**src/common/spp_pkg.sv**
```systemverilog
// Constants, register map and state type for the byte-wide slave port.
// Assumes a single clock domain and an AXI4-Lite master with 32-bit data.
// Function
// Select bit turns port into host slave
// Host accesses asynchronous, strobe controlled only
// Port E bits: read, write, select
// Software sets port E strobe bits input
// Write spans select and write strobe low
// Write end sets irq flag, input full
// Select and read low drive latch out
// CPU latch update shows on pins immediately
// Read end releases pins, sets irq flag
// Control bit 7 reads input full
// Control bit 6 reads output full
// Write over unread byte sets overflow
// Control bit 4 selects slave mode
// Control bits 3..0 read zero
// Irq flag, enable, priority at bit 7
// Slave port off while memory bus used
// Memory bus controls override port E pins
// Strobes synchronised before edge detection
// CPU read clears, write sets flags; the code clears overflow with a CPU control write that has bit 5 low
package spp_pkg;
  localparam int ADDR_W = 8;
  localparam int DATA_W = 32;
  localparam int BYTE_W = 8;
  localparam int E_W = 3;
  localparam int SYNC_W = 11;
  // Register byte offsets
  localparam logic [7:0] OFF_CONTROL = 8'h00;
  localparam logic [7:0] OFF_DATA = 8'h04;
  localparam logic [7:0] OFF_FLAG = 8'h08;
  localparam logic [7:0] OFF_ENABLE = 8'h0C;
  localparam logic [7:0] OFF_PRIORITY = 8'h10;
  localparam logic [7:0] OFF_PORT_E = 8'h14;
  localparam logic [7:0] OFF_PORT_D_DIR = 8'h18;
  // Register indices produced by the decoder
  localparam logic [2:0] IDX_CONTROL = 3'h0;
  localparam logic [2:0] IDX_DATA = 3'h1;
  localparam logic [2:0] IDX_FLAG = 3'h2;
  localparam logic [2:0] IDX_ENABLE = 3'h3;
  localparam logic [2:0] IDX_PRIORITY = 3'h4;
  localparam logic [2:0] IDX_PORT_E = 3'h5;
  localparam logic [2:0] IDX_PORT_D_DIR = 3'h6;
  localparam logic [2:0] IDX_NONE = 3'h7;
  // Field positions
  localparam int BIT_IN_FULL = 7;
  localparam int BIT_OUT_FULL = 6;
  localparam int BIT_OVERFLOW = 5;
  localparam int BIT_SELECT = 4;
  localparam int BIT_IRQ = 7;
  localparam int PORT_E_LATCH_LSB = 4;
  // Sync vector layout: strobes then data
  localparam int SYN_RD = 0;
  localparam int SYN_WR = 1;
  localparam int SYN_CS = 2;
  localparam int SYN_D_LSB = 3;
  // Reset values
  localparam logic [SYNC_W-1:0] SYNC_RESET = 11'h7FF;
  localparam logic [E_W-1:0] PORT_E_DIR_RESET = 3'h7;
  localparam logic [E_W-1:0] PORT_E_ALL_IN = 3'h7;
  localparam logic [BYTE_W-1:0] PORT_D_DIR_RESET = 8'hFF;
  localparam logic [BYTE_W-1:0] BYTE_ZERO = 8'h00;
  localparam logic [BYTE_W-1:0] BYTE_ONES = 8'hFF;
  localparam logic [3:0] LOW_NIBBLE_ZERO = 4'h0;
  localparam logic [1:0] RESP_OKAY = 2'h0;
  localparam logic [1:0] RESP_SLVERR = 2'h2;
  typedef enum logic [1:0] {
    ST_IDLE = 2'b00,
    ST_WRITE = 2'b01,
    ST_READ = 2'b10
  } spp_state_t;
endpackage : spp_pkg

```
**src/hw/spp_slave_port.sv**
```systemverilog
// Byte-wide host slave port with AXI4-Lite register access.
// Assumes host strobes are asynchronous pins; the pad ring resolves
// the port D and port E output enables onto the shared wires.
module spp_slave_port (
  input wire logic aclk,
  input wire logic aresetn,
  input wire logic [spp_pkg::ADDR_W-1:0] s_axi_awaddr,
  input wire logic s_axi_awvalid,
  output logic s_axi_awready,
  input wire logic [spp_pkg::DATA_W-1:0] s_axi_wdata,
  input wire logic [3:0] s_axi_wstrb,
  input wire logic s_axi_wvalid,
  output logic s_axi_wready,
  output logic [1:0] s_axi_bresp,
  output logic s_axi_bvalid,
  input wire logic s_axi_bready,
  input wire logic [spp_pkg::ADDR_W-1:0] s_axi_araddr,
  input wire logic s_axi_arvalid,
  output logic s_axi_arready,
  output logic [spp_pkg::DATA_W-1:0] s_axi_rdata,
  output logic [1:0] s_axi_rresp,
  output logic s_axi_rvalid,
  input wire logic s_axi_rready,
  input wire logic [spp_pkg::BYTE_W-1:0] port_d_data_in,
  output logic [spp_pkg::BYTE_W-1:0] port_d_data_out,
  output logic [spp_pkg::BYTE_W-1:0] port_d_data_oe,
  input wire logic port_e_bit0_pin_in,
  input wire logic port_e_bit1_pin_in,
  input wire logic port_e_bit2_pin_in,
  output logic [spp_pkg::E_W-1:0] port_e_pin_out,
  output logic [spp_pkg::E_W-1:0] port_e_pin_oe,
  input wire logic ext_bus_active,
  input wire logic [spp_pkg::E_W-1:0] ext_bus_ctrl,
  output logic irq,
  output logic irq_priority
);

  function automatic logic [2:0] spp_decode(input logic [spp_pkg::ADDR_W-1:0] addr);
    logic [2:0] idx;
    idx = spp_pkg::IDX_NONE;
    case (addr)
      spp_pkg::OFF_CONTROL: idx = spp_pkg::IDX_CONTROL;
      spp_pkg::OFF_DATA: idx = spp_pkg::IDX_DATA;
      spp_pkg::OFF_FLAG: idx = spp_pkg::IDX_FLAG;
      spp_pkg::OFF_ENABLE: idx = spp_pkg::IDX_ENABLE;
      spp_pkg::OFF_PRIORITY: idx = spp_pkg::IDX_PRIORITY;
      spp_pkg::OFF_PORT_E: idx = spp_pkg::IDX_PORT_E;
      spp_pkg::OFF_PORT_D_DIR: idx = spp_pkg::IDX_PORT_D_DIR;
      default: idx = spp_pkg::IDX_NONE;
    endcase
    return idx;
  endfunction : spp_decode

  // Pin synchronisers: three stages, change accepted when stages two and three agree
  logic [spp_pkg::SYNC_W-1:0] sync_raw;
  logic [spp_pkg::SYNC_W-1:0] sync_s0;
  logic [spp_pkg::SYNC_W-1:0] sync_s1;
  logic [spp_pkg::SYNC_W-1:0] sync_s2;
  logic [spp_pkg::SYNC_W-1:0] sync_filt;

  assign sync_raw = {port_d_data_in, port_e_bit2_pin_in, port_e_bit1_pin_in, port_e_bit0_pin_in};

  always_ff @(posedge aclk) begin
    if (!aresetn) begin
      sync_s0 <= spp_pkg::SYNC_RESET;
      sync_s1 <= spp_pkg::SYNC_RESET;
      sync_s2 <= spp_pkg::SYNC_RESET;
    end else begin
      sync_s0 <= sync_raw;
      sync_s1 <= sync_s0;
      sync_s2 <= sync_s1;
    end
  end

  genvar gi;
  generate
    for (gi = 0; gi < spp_pkg::SYNC_W; gi++) begin : g_filt
      always_ff @(posedge aclk) begin
        if (!aresetn) begin
          sync_filt[gi] <= spp_pkg::SYNC_RESET[gi];
        end else if (sync_s1[gi] == sync_s2[gi]) begin
          sync_filt[gi] <= sync_s2[gi];
        end
      end
    end
  endgenerate

  logic rd_n_f;
  logic wr_n_f;
  logic cs_n_f;
  logic [spp_pkg::BYTE_W-1:0] d_in_f;
  assign rd_n_f = sync_filt[spp_pkg::SYN_RD];
  assign wr_n_f = sync_filt[spp_pkg::SYN_WR];
  assign cs_n_f = sync_filt[spp_pkg::SYN_CS];
  assign d_in_f = sync_filt[spp_pkg::SYN_D_LSB +: spp_pkg::BYTE_W];

  // Registers
  logic slave_port_select;
  logic input_buffer_full;
  logic output_buffer_full;
  logic input_overflow;
  logic slave_port_irq_flag;
  logic slave_port_irq_enable;
  logic slave_port_irq_priority;
  logic [spp_pkg::BYTE_W-1:0] port_d_output_latch;
  logic [spp_pkg::BYTE_W-1:0] input_byte;
  logic [spp_pkg::BYTE_W-1:0] port_d_direction;
  logic [spp_pkg::E_W-1:0] port_e_direction;
  logic [spp_pkg::E_W-1:0] port_e_latch;

  // AXI write channel
  logic aw_held;
  logic w_held;
  logic [spp_pkg::ADDR_W-1:0] aw_addr;
  logic [spp_pkg::DATA_W-1:0] w_data;
  logic [3:0] w_strb;
  logic wr_fire;
  logic [2:0] wr_idx;
  logic lane0;

  assign s_axi_awready = !aw_held;
  assign s_axi_wready = !w_held;
  assign wr_fire = aw_held && w_held && !s_axi_bvalid;
  assign wr_idx = spp_decode(aw_addr);
  assign lane0 = w_strb[0];

  always_ff @(posedge aclk) begin
    if (!aresetn) begin
      aw_held <= 1'b0;
      aw_addr <= '0;
    end else if (s_axi_awvalid && s_axi_awready) begin
      aw_held <= 1'b1;
      aw_addr <= s_axi_awaddr;
    end else if (wr_fire) begin
      aw_held <= 1'b0;
    end
  end

  always_ff @(posedge aclk) begin
    if (!aresetn) begin
      w_held <= 1'b0;
      w_data <= '0;
      w_strb <= '0;
    end else if (s_axi_wvalid && s_axi_wready) begin
      w_held <= 1'b1;
      w_data <= s_axi_wdata;
      w_strb <= s_axi_wstrb;
    end else if (wr_fire) begin
      w_held <= 1'b0;
    end
  end

  always_ff @(posedge aclk) begin
    if (!aresetn) begin
      s_axi_bvalid <= 1'b0;
      s_axi_bresp <= spp_pkg::RESP_OKAY;
    end else if (wr_fire) begin
      s_axi_bvalid <= 1'b1;
      s_axi_bresp <= (wr_idx == spp_pkg::IDX_NONE) ? spp_pkg::RESP_SLVERR : spp_pkg::RESP_OKAY;
    end else if (s_axi_bready) begin
      s_axi_bvalid <= 1'b0;
    end
  end

  logic ctrl_wr;
  logic data_wr;
  assign ctrl_wr = wr_fire && lane0 && (wr_idx == spp_pkg::IDX_CONTROL);
  assign data_wr = wr_fire && lane0 && (wr_idx == spp_pkg::IDX_DATA);

  // AXI read channel
  logic rd_fire;
  logic [2:0] rd_idx;
  logic data_rd;
  logic flag_rd;
  logic [spp_pkg::BYTE_W-1:0] rd_byte;

  assign s_axi_arready = !s_axi_rvalid;
  assign rd_fire = s_axi_arvalid && s_axi_arready;
  assign rd_idx = spp_decode(s_axi_araddr);
  assign data_rd = rd_fire && (rd_idx == spp_pkg::IDX_DATA);
  assign flag_rd = rd_fire && (rd_idx == spp_pkg::IDX_FLAG);

  always_comb begin
    rd_byte = spp_pkg::BYTE_ZERO;
    unique case (rd_idx)
      spp_pkg::IDX_CONTROL: rd_byte = {input_buffer_full, output_buffer_full, input_overflow,
                                       slave_port_select, spp_pkg::LOW_NIBBLE_ZERO};
      spp_pkg::IDX_DATA: rd_byte = slave_port_select ? input_byte : d_in_f;
      spp_pkg::IDX_FLAG: rd_byte[spp_pkg::BIT_IRQ] = slave_port_irq_flag;
      spp_pkg::IDX_ENABLE: rd_byte[spp_pkg::BIT_IRQ] = slave_port_irq_enable;
      spp_pkg::IDX_PRIORITY: rd_byte[spp_pkg::BIT_IRQ] = slave_port_irq_priority;
      spp_pkg::IDX_PORT_E: rd_byte = {1'b0, port_e_latch, 1'b0, port_e_direction};
      spp_pkg::IDX_PORT_D_DIR: rd_byte = port_d_direction;
      spp_pkg::IDX_NONE: rd_byte = spp_pkg::BYTE_ZERO;
    endcase
  end

  always_ff @(posedge aclk) begin
    if (!aresetn) begin
      s_axi_rvalid <= 1'b0;
      s_axi_rdata <= '0;
      s_axi_rresp <= spp_pkg::RESP_OKAY;
    end else if (rd_fire) begin
      s_axi_rvalid <= 1'b1;
      s_axi_rdata <= {24'h000000, rd_byte};
      s_axi_rresp <= (rd_idx == spp_pkg::IDX_NONE) ? spp_pkg::RESP_SLVERR : spp_pkg::RESP_OKAY;
    end else if (s_axi_rready) begin
      s_axi_rvalid <= 1'b0;
    end
  end

  // Software configuration registers
  always_ff @(posedge aclk) begin
    if (!aresetn) begin
      slave_port_select <= 1'b0;
      slave_port_irq_enable <= 1'b0;
      slave_port_irq_priority <= 1'b0;
      port_e_direction <= spp_pkg::PORT_E_DIR_RESET;
      port_e_latch <= '0;
      port_d_direction <= spp_pkg::PORT_D_DIR_RESET;
      port_d_output_latch <= spp_pkg::BYTE_ZERO;
    end else if (wr_fire && lane0) begin
      unique case (wr_idx)
        spp_pkg::IDX_CONTROL: slave_port_select <= w_data[spp_pkg::BIT_SELECT];
        spp_pkg::IDX_DATA: port_d_output_latch <= w_data[spp_pkg::BYTE_W-1:0];
        spp_pkg::IDX_ENABLE: slave_port_irq_enable <= w_data[spp_pkg::BIT_IRQ];
        spp_pkg::IDX_PRIORITY: slave_port_irq_priority <= w_data[spp_pkg::BIT_IRQ];
        spp_pkg::IDX_PORT_E: begin
          port_e_direction <= w_data[spp_pkg::E_W-1:0];
          port_e_latch <= w_data[spp_pkg::PORT_E_LATCH_LSB +: spp_pkg::E_W];
        end
        spp_pkg::IDX_PORT_D_DIR: port_d_direction <= w_data[spp_pkg::BYTE_W-1:0];
        spp_pkg::IDX_FLAG, spp_pkg::IDX_NONE: begin
        end
      endcase
    end
  end

  // Host access sequencer
  logic port_active;
  logic write_end;
  logic read_end;
  spp_pkg::spp_state_t state;
  spp_pkg::spp_state_t next_state;

  // Strobe pins must be inputs and the memory bus idle
  assign port_active = slave_port_select && !ext_bus_active
                       && (port_e_direction == spp_pkg::PORT_E_ALL_IN);
  assign write_end = (state == spp_pkg::ST_WRITE) && (cs_n_f || wr_n_f || !port_active);
  assign read_end = (state == spp_pkg::ST_READ) && (cs_n_f || rd_n_f || !port_active);

  always_comb begin
    next_state = state;
    unique case (state)
      spp_pkg::ST_IDLE: begin
        if (port_active && !cs_n_f && !wr_n_f) begin
          next_state = spp_pkg::ST_WRITE;
        end else if (port_active && !cs_n_f && !rd_n_f) begin
          next_state = spp_pkg::ST_READ;
        end
      end
      spp_pkg::ST_WRITE: if (write_end) next_state = spp_pkg::ST_IDLE;
      spp_pkg::ST_READ: if (read_end) next_state = spp_pkg::ST_IDLE;
      default: next_state = spp_pkg::ST_IDLE;
    endcase
  end

  always_ff @(posedge aclk) begin
    if (!aresetn) begin
      state <= spp_pkg::ST_IDLE;
    end else begin
      state <= next_state;
    end
  end

  // Data latched at write end, once the filtered strobes rise; end is seen after the data settled
  always_ff @(posedge aclk) begin
    if (!aresetn) begin
      input_byte <= spp_pkg::BYTE_ZERO;
    end else if (write_end) begin
      input_byte <= d_in_f;
    end
  end

  // Status flags: a set wins over a same-cycle clear, whether the set comes from hardware or from a CPU write
  always_ff @(posedge aclk) begin
    if (!aresetn) begin
      input_buffer_full <= 1'b0;
    end else if (write_end) begin
      input_buffer_full <= 1'b1;
    end else if (data_rd) begin
      input_buffer_full <= 1'b0;
    end
  end

  always_ff @(posedge aclk) begin
    if (!aresetn) begin
      output_buffer_full <= 1'b0;
    end else if (data_wr) begin
      output_buffer_full <= 1'b1;
    end else if (state == spp_pkg::ST_IDLE && next_state == spp_pkg::ST_READ) begin
      output_buffer_full <= 1'b0;
    end
  end

  always_ff @(posedge aclk) begin
    if (!aresetn) begin
      input_overflow <= 1'b0;
    end else if (write_end && input_buffer_full && !data_rd) begin
      input_overflow <= 1'b1;
    end else if (ctrl_wr && !w_data[spp_pkg::BIT_OVERFLOW]) begin
      input_overflow <= 1'b0;
    end
  end

  always_ff @(posedge aclk) begin
    if (!aresetn) begin
      slave_port_irq_flag <= 1'b0;
    end else if (write_end || read_end) begin
      slave_port_irq_flag <= 1'b1;
    end else if (flag_rd) begin
      slave_port_irq_flag <= 1'b0;
    end
  end

  assign irq = slave_port_irq_flag && slave_port_irq_enable;
  assign irq_priority = slave_port_irq_priority;

  // Pins: latch is driven straight out so a late CPU write shows at once
  assign port_d_data_out = port_d_output_latch;
  always_comb begin
    if (slave_port_select) begin
      port_d_data_oe = (state == spp_pkg::ST_READ) ? spp_pkg::BYTE_ONES
                                                    : spp_pkg::BYTE_ZERO;
    end else begin
      port_d_data_oe = ~port_d_direction;
    end
  end

  always_comb begin
    if (ext_bus_active) begin
      port_e_pin_out = ext_bus_ctrl;
      port_e_pin_oe = spp_pkg::PORT_E_ALL_IN;
    end else begin
      port_e_pin_out = port_e_latch;
      port_e_pin_oe = ~port_e_direction;
    end
  end
endmodule : spp_slave_port

```
**config.mk**
```make
export PLATFORM = sky130hd
export DESIGN_NAME = spp_slave_port
export DESIGN_NICKNAME = d
export VERILOG_FILES = /design/src/common/spp_pkg.sv /design/src/hw/spp_slave_port.sv
export SDC_FILE = /design/constraint.sdc
export NUM_CORES = 1
export LEC_CHECK = 0
export ABC_AREA = 1
export BUFFER_PORTS_ARGS = -buffer_cell sky130_fd_sc_hd__buf_2
export CELL_PAD_IN_SITES_DETAIL_PLACEMENT = 1
export CELL_PAD_IN_SITES_GLOBAL_PLACEMENT = 1
export CORE_ASPECT_RATIO = 0.9
export CORE_MARGIN = 4
export CORE_UTILIZATION = 40
export DETAILED_ROUTE_END_ITERATION = 12
export GPL_ROUTABILITY_DRIVEN = 0
export GPL_TIMING_DRIVEN = 0
export PLACE_DENSITY = 0.92
export SLEW_MARGIN = 20
export SYNTH_ARGS = -nofsm -noshare
export SYNTH_HDL_FRONTEND = slang
export SYNTH_SLANG_ARGS = --single-unit
```
**constraint.sdc**
```tcl
create_clock -name aclk -period 4.5 [get_ports aclk]
set_clock_uncertainty 0.2 [all_clocks]
set_input_delay 0.9 -clock aclk [delete_from_list [all_inputs] [get_ports aclk]]
set_output_delay 0.9 -clock aclk [all_outputs]
set_load 0.02 [all_outputs]
```
== Word level (Yosys, flattened, before mapping) ==
Cells that the tools add are included.
Storage, ports and cells
  flip-flop bits (word level): 116
  bits of input ports: 74
  output and inout bits: 65
  logic and storage cells: 168
Cells by class
  eq/ne operators: 40
  multiplexer cells: 31
  bitwise gates (word level): 2
  reduce and logical (&&, ||, !) cells: 58
Operators with widths (count)
  8-bit by 5-bit == test with 1-bit output (second input constant): 6
  3-bit one-hot mux with 7 select lines: 2
  8-bit by 4-bit == test with 1-bit output (second input constant): 4
  7-bit one-hot mux with 4 select lines: 1
  3-bit == test (second input constant): 9
  8-bit 2-to-1 mux: 3
  1-bit logical AND: 22
  8-bit by 3-bit == test with 1-bit output (second input constant): 2
  8-bit zero test: 2
  2-bit nonzero test: 8
  1-bit 2-to-1 mux: 15
  2-bit 2-to-1 mux: 6
  2-bit AND reduction: 6
  1-bit == test: 11
  1-bit zero test: 11
  3-bit by 2-bit == test with 1-bit output (second input constant): 3
  8-bit NOT: 1
  1-bit one-hot mux with 7 select lines: 1
  3-bit by 1-bit == test with 1-bit output (second input constant): 2
  3-bit zero test: 2
  3-bit 2-to-1 mux: 2
  2-bit one-hot mux with 3 select lines: 1
  1-bit logical OR: 5
  2-bit == test (second input constant): 2
  other kinds (4): 4

== Longest topological paths before layout ==
Gate-level depths: netlist of run 1.
  depth after elaboration: 12
  gate-level depth with buffers: 9
  depth with buffers taken out: 9

== Least setup slack after synthesis of run 1 ==
No wires, ideal clock.
  path type: input -> output
  start: input ext_bus_active
  end: output port_e_pin_out[0] (netlist bit)
  arrival time: 1.216 ns
  data required time: 3.400 ns
  slack: 2.184 ns
  stages on the path: 3
  buffers on the path: 0
  cell sequence: inv_1 nand2_1 nand2_1
Between the ends
  longest elaborated chain between the ends: 1
RTL lines
  start, declared: line spp_slave_port.sv:32  | input wire logic ext_bus_active,
  3-bit 2-to-1 mux: line spp_slave_port.sv:341  | if (ext_bus_active) begin
  end, declared: line spp_slave_port.sv:30  | output logic [spp_pkg::E_W-1:0] port_e_pin_out,
No other way between the ends.

== Final worst setup path of run 1 ==
  start: register slave_port_select
  end: output port_d_data_oe[5] (netlist bit)
Between the ends
  longest elaborated chain between the ends: 1
RTL lines
  start, declared: line spp_slave_port.sv:98  | logic slave_port_select;
  start signal, assigned: line spp_slave_port.sv:224  | spp_pkg::IDX_CONTROL: slave_port_select <= w_data[spp_pkg::BIT_SELECT];
  8-bit 2-to-1 mux: line spp_slave_port.sv:332  | if (slave_port_select) begin
  end, declared: line spp_slave_port.sv:26  | output logic [spp_pkg::BYTE_W-1:0] port_d_data_oe,
No other way between the ends.

==> metrics.md, run 1 <==
| Metric | Value |
|---|---|
| Status | complete, no violations |
| # Post-CTS Setup Buffers | 0 |
| Global route overflow | 0 |
| Setup-failing EPs final | 0 |
| CP endpoint kind | primary output |
| CTS tree | built |
| Library cells used by synthesis | 32 |
| Post-DR wirelength/cell | slightly below 20 um |
| Required time of the critical path | 3400 ps |
| First-pass GRT wire length | 26600 um |
| Sequential share of the synthesized area | 49.2% |
| Mapped Area | 4640 um^2 |
| Clk sink count | 114 |
| N_diodes | 0 |
| Gates resized, CTS repair | 0 |
| Share of cells above drive strength 1 | 28.7% |
| Worst EP arrival | 1980 ps |
| Final WL | 17000 um |
| R2R Setup Slk | approximately 2600 ps |
| Post-detail-place hpwl | around 10000 um |
| Non-Filler Instances | 877 |
| Post-Layout Inst Area | around 6000 um^2 |
| Unrepaired setup endpoints after global routing | false |
| Core area | 11400 um^2 |
| Via count | 4629 |
| DR vias/cell | between 5 and 6 |
| Synthesis-to-layout area growth | 28.2% |
| Top FF cell, synth | dfxtp_1 |
| Die ar. | 13400 um^2 |
| # nets final | 782 |
| EDFF count, synth | 0 |
| Cts-stage hold buffer count | 0 |
| Hold Violations, Final | 0 |
| Dpl cells | 845 |
| Rel. slew slack | 60.8% |
| IO Count | between 100 and 150 |
| Max-Cap Viols | 0 |
| Max-slew violation count | 0 |
| Synth async-reset ratio | 0% |
| Yosys warning total | 0 |
| Initial DRT Pass Iterations | 5 |
| Post-Syn Instances | 580 |
| Worst Path Max Fanout | 10 |
| Final setup TNS | 0 ps |
| Post-route ant nets | 0 |
| Worst-path clk slew | 60 ps |
| Post-synthesis average cell area | 8.01 um^2 |
| WHS | 214 ps |
| H-tree lvl count | 4 |
| Min Clock Period, post-route | 3080 ps |
| R2r startpoint | port_e_direction[1]$_SDFFE_PN1P_ |
| CTS Buf Count | 17 |
| Reg2reg end | input_byte[7]$_SDFFE_PN0P_ |
| Leakage | 2.86 nW |
| WS Path Type | flip-flop to primary output |
| Setup crit end | port_d_data_oe[5] |
| Worst hold stages | 1 |
| CTS Root Cell | clkbuf_16 |
| DP Area | 5350 um^2 |
| Worst path slowest cell | dfxtp_1 |
| Clock Path Buffers | 2 |
| # port buffers | 84 |
| FF-to-FF path depth | 8 |
| Fmax | approximately 330 MHz |
| Critical path startpoint category | flip-flop |
| Worst Tran Pin Value | ~590 ps |
| Final Util | 52.3% |
| Die Y | 110 um |
| Initial Util | 40.8% |
| Hold Path Class | flip-flop to flip-flop |
| Clk_lat worst skew | 430 ps |
| Total track usage | 26.0% |
| Antenna violations before repair | 0 |
| Yosys reg bits | 114 |
| Number of global-route vias before repair | around 4900 |
| Pin count of the biggest net entering global routing | 17 |
| Slowest Stage Delay on Critical Path | 320 ps |
| Worst path cell trace | buf_4, clkbuf_1, nand3_1, o21ai_0, buf_2 |
| Worst setup startpoint | slave_port_select$_SDFFE_PN0P_ |
| 1st-iter DRT viols | 294 |
| Power density cells | 444 nW/um^2 |
| Die width | 122 um |
| Peak supply drop | 226 uV |
| Row count | 37 |
| DRC errors left | 0 |
| Fillers | 1446 |
| Fin crit share | 68.3% |
[metrics by stage]
| stage | power, mW | worst slack, ps |
|---|---|---|
| after floorplan | 1.20 | 2180 |
| after global placement | 1.26 | 1870 |
| after detailed placement | 1.27 | 1840 |
| after CTS | 2.65 | 1430 |
| after global routing | 2.72 | 1260 |
| final | 2.65 | 1420 |
[power by group]
group | total [mW] | switching (mW) | internal [mW]
combinational | 0.202 | 0.133 | 0.0689
clock | 1.38 | 0.551 | 0.833
sequential | 1.06 | 0.0204 | 1.04
total | 2.65 | 0.704 | 1.94
[placed cells by master, fill, tap and decap left out, types with 26 or more instances in the layout]
cell type	netlist	routed
dfxtp_1	114	114
nand2_1	100	100
buf_2	1	85
o21ai_0	67	67
a21oi_1	63	63
inv_1	49	49
or2_2	34	34
nor2_1	32	32
buf_4	28	28
conb_1	1	26
[per-layer routing]
metal	vias up	GRT usage [%]	part of all wire [%]
li1	2103	-	-
met1	2247	30.1	40
met2	210	45.1	49
met3	69	5.36	5.6
met4	0	14.4	4.8
met5	-	0	0
[cell usage after synthesis, types with 4 or more instances]
library cell	n	share of area, %
or2_2	34	4.6
nor2_2	4	0.54
inv_1	49	4.0
a21oi_1	63	6.8
nand2_1	100	8.1
dfxtp_1	114	49
buf_4	28	4.5
o211ai_1	11	1.8
nand3_1	23	2.5
nand4_1	6	0.81
inv_2	6	0.49
nor2_1	32	2.6
o21ai_0	67	7.2
clkbuf_1	16	1.3
[critical path, delay by kind of cell (launching register included)]
family,cells,cell delay [ps]
buf+inv,3,710
simple gates,1,300
flops,1,320
compound gates,1,220
[cell families after synthesis]
family | after synthesis | share of synthesized area [%]
AOI/OAI and AO/OA | 146 | 16.6
buffers and inverters | 102 | 10.9
DFF | 114 | 49.2
other | 1 | 0.0808
and+or+nand+nor | 217 | 23.2
[final cells by class]
| class | count | area, um^2 | area share [%] |
|---|---|---|---|
| sequential | 114 | 2280 | 38.3 |
| multi-input combinational | 389 | 1950 | 32.7 |
| clock buffer | 17 | 425 | 7.15 |
| timing repair buffer | 84 | 420 | 7.06 |
| buffer | 47 | 302 | 5.07 |
| inverter | 55 | 206 | 3.47 |
| tap | 156 | 195 | 3.28 |
| clock inverter | 15 | 174 | 2.92 |
[state kept, by name (all words and copies together), names as in the netlist, 2 cells and up]
name	count
input_byte	8
sync_s2	11
w_data	8
d_in_f	8
state	2
port_e_latch	3
s_axi_rdata	8
aw_addr	8
sync_s1	11
port_d_direction	8
port_d_data_out	8
port_e_direction	3
sync_s0	11
[worst min-delay path by stage]
stage                           from               endpoint  slack [ps]
4_1_cts        sync_s0[7]$_SDFF_PN1_  sync_s1[7]$_SDFF_PN1_         220
6_report       sync_s0[1]$_SDFF_PN1_  sync_s1[1]$_SDFF_PN1_         210
3_5_place_dp   sync_s0[7]$_SDFF_PN1_  sync_s1[7]$_SDFF_PN1_         200
5_1_grt        sync_s0[7]$_SDFF_PN1_  sync_s1[7]$_SDFF_PN1_         230
2_1_floorplan  sync_s0[0]$_SDFF_PN1_  sync_s1[0]$_SDFF_PN1_         190
3_3_place_gp   sync_s0[1]$_SDFF_PN1_  sync_s1[1]$_SDFF_PN1_         200
No activity file was read; power rests on OpenSTA's default activity.
==> run 2, diff against run 1 <==
--- a/config.mk
+++ b/config.mk
@@ -11,11 +11,11 @@
 export CELL_PAD_IN_SITES_GLOBAL_PLACEMENT = 1
 export CORE_ASPECT_RATIO = 0.9
 export CORE_MARGIN = 4
-export CORE_UTILIZATION = 40
+export CORE_UTILIZATION = 37
 export DETAILED_ROUTE_END_ITERATION = 12
 export GPL_ROUTABILITY_DRIVEN = 0
 export GPL_TIMING_DRIVEN = 0
-export PLACE_DENSITY = 0.92
+export PLACE_DENSITY = 0.87
 export SLEW_MARGIN = 20
 export SYNTH_ARGS = -nofsm -noshare
 export SYNTH_HDL_FRONTEND = slang
==> constraint.sdc (replaced) <==
create_clock -name aclk -period 3.1 [get_ports aclk]
set_clock_uncertainty 0.2 [all_clocks]
set_input_delay 0.62 -clock aclk [delete_from_list [all_inputs] [get_ports aclk]]
set_output_delay 0.62 -clock aclk [all_outputs]
set_load 0.02 [all_outputs]
==> run 2 against run 1 <==
Sequential share of layout area is 0.097 points higher; register-to-register slack worse by 1300 ps; cell count is 0.46% higher; global-route usage is 4.6 points lower; setup slack worse by 1100 ps; total power is 41% higher; combinational power is 42% higher; worst hold slack worse by 29 ps; die area is 7.5% higher; routed wire length is 12% lower; highest routed layer unchanged; critical path depth stayed put; largest power group unchanged; final area is 0.25% lower.
==> metrics.md, run 2 (synthesis results as in run 1) <==
| Metric | Value |
|---|---|
| CP endpoint kind | primary output |
| # nets final | between 700 and 800 |
| Max-slew violation count | 0 |
| N_diodes | 0 |
| R2R Setup Slk | 1230 ps |
| Die ar. | 14400 um^2 |
| First-pass GRT wire length | around 24000 um |
| Status | complete, no violations |
| Unrepaired setup endpoints after global routing | false |
| Post-DR wirelength/cell | about 17 um |
| CTS Buf Count | 17 |
| Final setup TNS | 0 ps |
| Combinational share of power | 7.7% |
| Share of cells above drive strength 1 | 28.6% |
| Die width | about 130 um |
| Gates resized, CTS repair | 0 |
| # Post-CTS Setup Buffers | 0 |
| Cts-stage hold buffer count | 0 |
| Final WL | 15000 um |
| Min Clock Period, post-route | 2760 ps |
| Worst path slowest cell | clkbuf_1 |
| R2r startpoint | aw_addr[2]$_SDFFE_PN0P_ |
| Hold Path Class | input pin to flip-flop |
| Die Y | about 110 um |
| Max-Cap Viols | 0 |
| 1st-iter DRT viols | 214 |
| NetSw | 922 uW |
| FF-to-FF path depth | 7 |
| Synthesis-to-layout area growth | 27.9% |
| Leakage | 2.84 nW |
| Fin crit share | 89.2% |
| Peak supply drop | around 320 uV |
| DRC errors left | 0 |
| CTS tree | built |
| Antenna violations before repair | 0 |
| WS Path Type | flip-flop to primary output |
| Clk_lat worst skew | 420 ps |
| Hold Violations, Final | 0 |
| Tot Pwr | 3.73 mW |
| Number of global-route vias before repair | 4688 |
| Initial DRT Pass Iterations | 5 |
| Rel. slew slack | about three fifths |
| Worst path cell trace | buf_4, clkbuf_1, nand3_1, o21ai_0, buf_2 |
| Setup crit end | port_d_data_oe[5] |
| Non-Filler Instances | 881 |
| H-tree lvl count | 4 |
| Post-Layout Inst Area | 5940 um^2 |
| Fillers | 1524 |
| Clock Path Buffers | 2 |
| Clk sink count | 114 |
| Internal | about 2.8 mW |
| Via count | 4439 |
| DR vias/cell | 5.04 |
| Post-detail-place hpwl | ~10000 um |
| Post-route ant nets | 0 |
| # port buffers | 84 |
| Row count | 38 |
| Required time of the critical path | 2280 ps |
| Slowest Stage Delay on Critical Path | 330 ps |
| Worst setup startpoint | slave_port_select$_SDFFE_PN0P_ |
| Most frequent cells in the layout | dfxtp_1 (114), nand2_1 (100), buf_2 (85) |
| Dpl cells | 849 |
| Commonest non-fill, non-tap cell in the layout | dfxtp_1 |
| Sw frac | 24.7% |
| DP Area | 5360 um^2 |
| IO Count | roughly 140 |
| Worst Tran Pin Value | 615 ps |
| Setup-failing EPs final | 0 |
| Share of power burned in registers | ~41% |
| Reg2reg end | port_d_direction[7]$_SDFFE_PN1P_ |
| Core area | roughly 12000 um^2 |
| Pin count of the biggest net entering global routing | 17 |
| Total track usage | 21.4% |
| Critical path startpoint category | flip-flop |
| Largest regs | sync_s0 (11), sync_s1 (11), sync_s2 (11) |
| Fmax | 362 MHz |
| CTS Root Cell | clkbuf_16 |
| Final Util | 48.8% |
| Worst-path clk slew | 50 ps |
| Multi-input logic area | 1950 um^2 |
| Worst EP arrival | 1940 ps |
| Clk network pwr share | 51.1% |
| Global route overflow | 0 |
| Worst Path Max Fanout | 10 |
| Power density cells | 628 nW/um^2 |
| FF/Latch Area | approximately 2300 um^2 |
| Initial Util | 38.1% |
[run 2: stage by stage]
step           hold WS, ps  setup WS (ps)
2_1_floorplan          193           1170
3_3_place_gp           198            891
3_5_place_dp           199            840
4_1_cts                176            378
5_1_grt                174            185
6_report               185            335
[run 2: worst max-delay path: cells and delay by family (launching register included)]
family,cells,cell delay [ps]
AND/OR/NAND/NOR,1,280
AO/OA/AOI/OAI,1,220
flip-flops,1,310
buffers and inverters,3,710
[run 2: how the worst min path moves through the flow]
stage / startpoint / end / slack (ps) / cells after the start
4_1_cts: port_d_data_in[6] / sync_s0[9]$_SDFF_PN1_ / 180 / 2
3_3_place_gp: sync_s0[10]$_SDFF_PN1_ / sync_s1[10]$_SDFF_PN1_ / 200 / 1
3_5_place_dp: sync_s0[8]$_SDFF_PN1_ / sync_s1[8]$_SDFF_PN1_ / 200 / 1
2_1_floorplan: sync_s0[0]$_SDFF_PN1_ / sync_s1[0]$_SDFF_PN1_ / 190 / 1
6_report: port_d_data_in[0] / sync_s0[3]$_SDFF_PN1_ / 180 / 2
5_1_grt: port_e_bit1_pin_in / sync_s0[1]$_SDFF_PN1_ / 170 / 2
[run 2: final cells by class]
type / instances / share of cell area, %
Buffer: 47 / 5.08
Clock buffer: 19 / 7.46
Clock inverter: 13 / 2.30
Inverter: 55 / 3.48
Multi-Input combinational cell: 389 / 32.8
Sequential cell: 114 / 38.4
Tap cell: 160 / 3.37
Timing Repair Buffer: 84 / 7.08
[run 2: power by group through the flow]
| stage | clock network, mW | logic, mW | registers [mW] |
|---|---|---|---|
| after floorplan | 0 | 0.188 | 1.56 |
| after global placement | 0 | 0.264 | 1.56 |
| after detailed placement | 0 | 0.276 | 1.56 |
| after CTS | 1.92 | 0.285 | 1.54 |
| after global routing | 2.00 | 0.318 | 1.54 |
| final | 1.91 | 0.286 | 1.54 |
[run 2: per-layer routing]
metal | up-vias | share of wire (%) | GRT usage (%) | wire length [um]
met1 | 2138 | 40 | 24.8 | 6030
met4 | 0 | 2.1 | 8.15 | 314
met3 | 29 | 6.3 | 6.02 | 947
met2 | 170 | 51 | 37.6 | 7670
li1 | 2102 | - | - | -
met5 | - | 0 | 0 | 0
==> run 3, diff against run 2 <==
--- a/config.mk
+++ b/config.mk
@@ -16,6 +16,7 @@
 export GPL_ROUTABILITY_DRIVEN = 0
 export GPL_TIMING_DRIVEN = 0
 export PLACE_DENSITY = 0.87
+export RECOVER_POWER = 50
 export SLEW_MARGIN = 20
 export SYNTH_ARGS = -nofsm -noshare
 export SYNTH_HDL_FRONTEND = slang
==> run 3 against run 2 <==
Non-clock buffer count unchanged; worst hold slack improved by 2.8 ps; cell count unchanged; via count decreased by 0.54%; final area decreased by 1.2%; core utilization decreased by 0.57 points; first-iteration DRC count increased by 5.1%; sequential cell count unchanged; die area unchanged; sequential power about the same.
==> metrics.md, run 3 (synthesis results as in run 1) <==
| Metric | Value |
|---|---|
| Worst EP arrival | around 2000 ps |
| Core area | around 12000 um^2 |
| DP Area | 5360 um^2 |
| Worst path cell trace | buf_4, clkbuf_1, nand3_1, o21ai_0, buf_2 |
| Min Clock Period, post-route | 2770 ps |
| Peak supply drop | 317 uV |
| Clk network pwr share | 51.2% |
| Synthesis-to-layout area growth | 26.4% |
| Fin crit share | 89.3% |
| 1st-iter DRT viols | 225 |
| Combinational share of power | 7.5% |
| Row count | 38 |
| Initial DRT Pass Iterations | 5 |
| Hold Path Class | input pin to flip-flop |
| Number of global-route vias before repair | 4688 |
| R2R Setup Slk | 660 ps |
| DRC errors left | 0 |
| Slowest Stage Delay on Critical Path | between 300 and 400 ps |
| Worst path slowest cell | clkbuf_1 |
| CTS tree | built |
| Die width | 126 um |
| Post-detail-place hpwl | 10500 um |
| Clk_lat worst skew | 420 ps |
| Total track usage | 21.4% |
| Worst-path clk slew | 50 ps |
| Final Util | between 40 and 50% |
| Final WL | 15000 um |
| CTS Buf Count | 17 |
| Final setup TNS | 0 ps |
| Fmax | 361 MHz |
| Via count | 4415 |
| Initial Util | 38.1% |
| Clk sink count | approximately 110 |
| Max-Cap Viols | 0 |
| Share of power burned in registers | 41.3% |
| CP endpoint kind | primary output |
| Power density cells | around 630 nW/um^2 |
| Fillers | 1535 |
| Leakage | 2.77 nW |
| WS Path Type | flip-flop to primary output |
| CTS Root Cell | clkbuf_16 |
| Post-Layout Inst Area | between 5000 and 6000 um^2 |
| Die Y | 114 um |
| CP bufs+invs | 3 |
| Sw frac | 24.6% |
| Worst Tran Pin Value | ~640 ps |
| Top delay family on crit path | buffers and inverters |
| First-pass GRT wire length | 24200 um |
| Setup-failing EPs final | 0 |
| # nets final | a little under 800 |
| Cts-stage hold buffer count | 0 |
| Commonest non-fill, non-tap cell in the layout | dfxtp_1 |
| Worst Path Max Fanout | 10 |
| Rel. slew slack | between 50% and 60% |
| Largest regs | sync_s0 (11), sync_s1 (11), sync_s2 (11) |
| Internal | approximately 2.8 mW |
| Post-route ant nets | 0 |
| H-tree lvl count | 4 |
| Post-DR wirelength/cell | 17.0 um |
| Pin count of the biggest net entering global routing | 17 |
| DR vias/cell | 5.01 |
| Status | complete, no violations |
| Required time of the critical path | 2280 ps |
| Final setup margin | around 330 ps |
| # Post-CTS Setup Buffers | 0 |
| Die ar. | between 10000 and 15000 um^2 |
| NetSw | 915 uW |
| Antenna violations before repair | 0 |
| Clock Path Buffers | 2 |
| N_diodes | 0 |
| Worst slack at placement | 840 ps |
| # port buffers | 84 |
| IO Count | 139 |
| Share of cells above drive strength 1 | approximately 27% |
| Max-slew violation count | 0 |
| WHS | 188 ps |
| Hold Violations, Final | 0 |
| Most frequent cells in the layout | dfxtp_1 (114), nand2_1 (100), buf_2 (79) |
| Critical path startpoint category | flip-flop |
| Unrepaired setup endpoints after global routing | false |
| Global route overflow | 0 |
| Gates resized, CTS repair | 0 |
## run 3: per-layer routing
metal	vias to the layer above	global-route usage, %	share of wire (%)
li1	2100	-	-
met1	2134	24.8	40
met2	154	37.6	51
met3	27	6.02	6.6
met4	0	8.15	2.0
met5	-	0	0
## run 3: path summary, 6_finish.rpt
| kind | depth (start not counted) | end | startpoint |
|---|---|---|---|
| setup / recovery | 5 | port_d_data_oe[5] | slave_port_select$_SDFFE_PN0P_ |
| hold / removal | 2 | sync_s0[3]$_SDFF_PN1_ | port_d_data_in[0] |
| hold reg to reg | 1 | sync_s1[8]$_SDFF_PN1_ | sync_s0[8]$_SDFF_PN1_ |
| setup reg to reg | 6 | port_d_data_out[4]$_SDFFE_PN0P_ | aw_addr[1]$_SDFFE_PN0P_ |
## run 3: power by group through the flow
stage / clock, mW / sequential, mW / combinational, mW
after CTS: 1.92 / 1.54 / 0.285
after floorplan: 0 / 1.56 / 0.188
after detailed placement: 0 / 1.56 / 0.276
after global placement: 0 / 1.56 / 0.264
final: 1.90 / 1.54 / 0.280
after global routing: 2.00 / 1.54 / 0.312
## run 3: area by class of cell
class,count,area [um^2],area share [%]
clock inverter,13,136,2.32
buffer,47,290,4.95
clock buffer,19,443,7.55
multi-input combinational,389,1900,32.3
inverter,55,206,3.52
sequential,114,2280,38.9
tap,160,200,3.41
timing repair buffer,84,413,7.04
## run 3: per-stage QoR
step | std cells | total power, mW
after floorplan | 605 | 1.75
after CTS | 881 | 3.74
after detailed placement | 849 | 1.84
final | 881 | 3.72
after global routing | 881 | 3.85
after global placement | 849 | 1.83
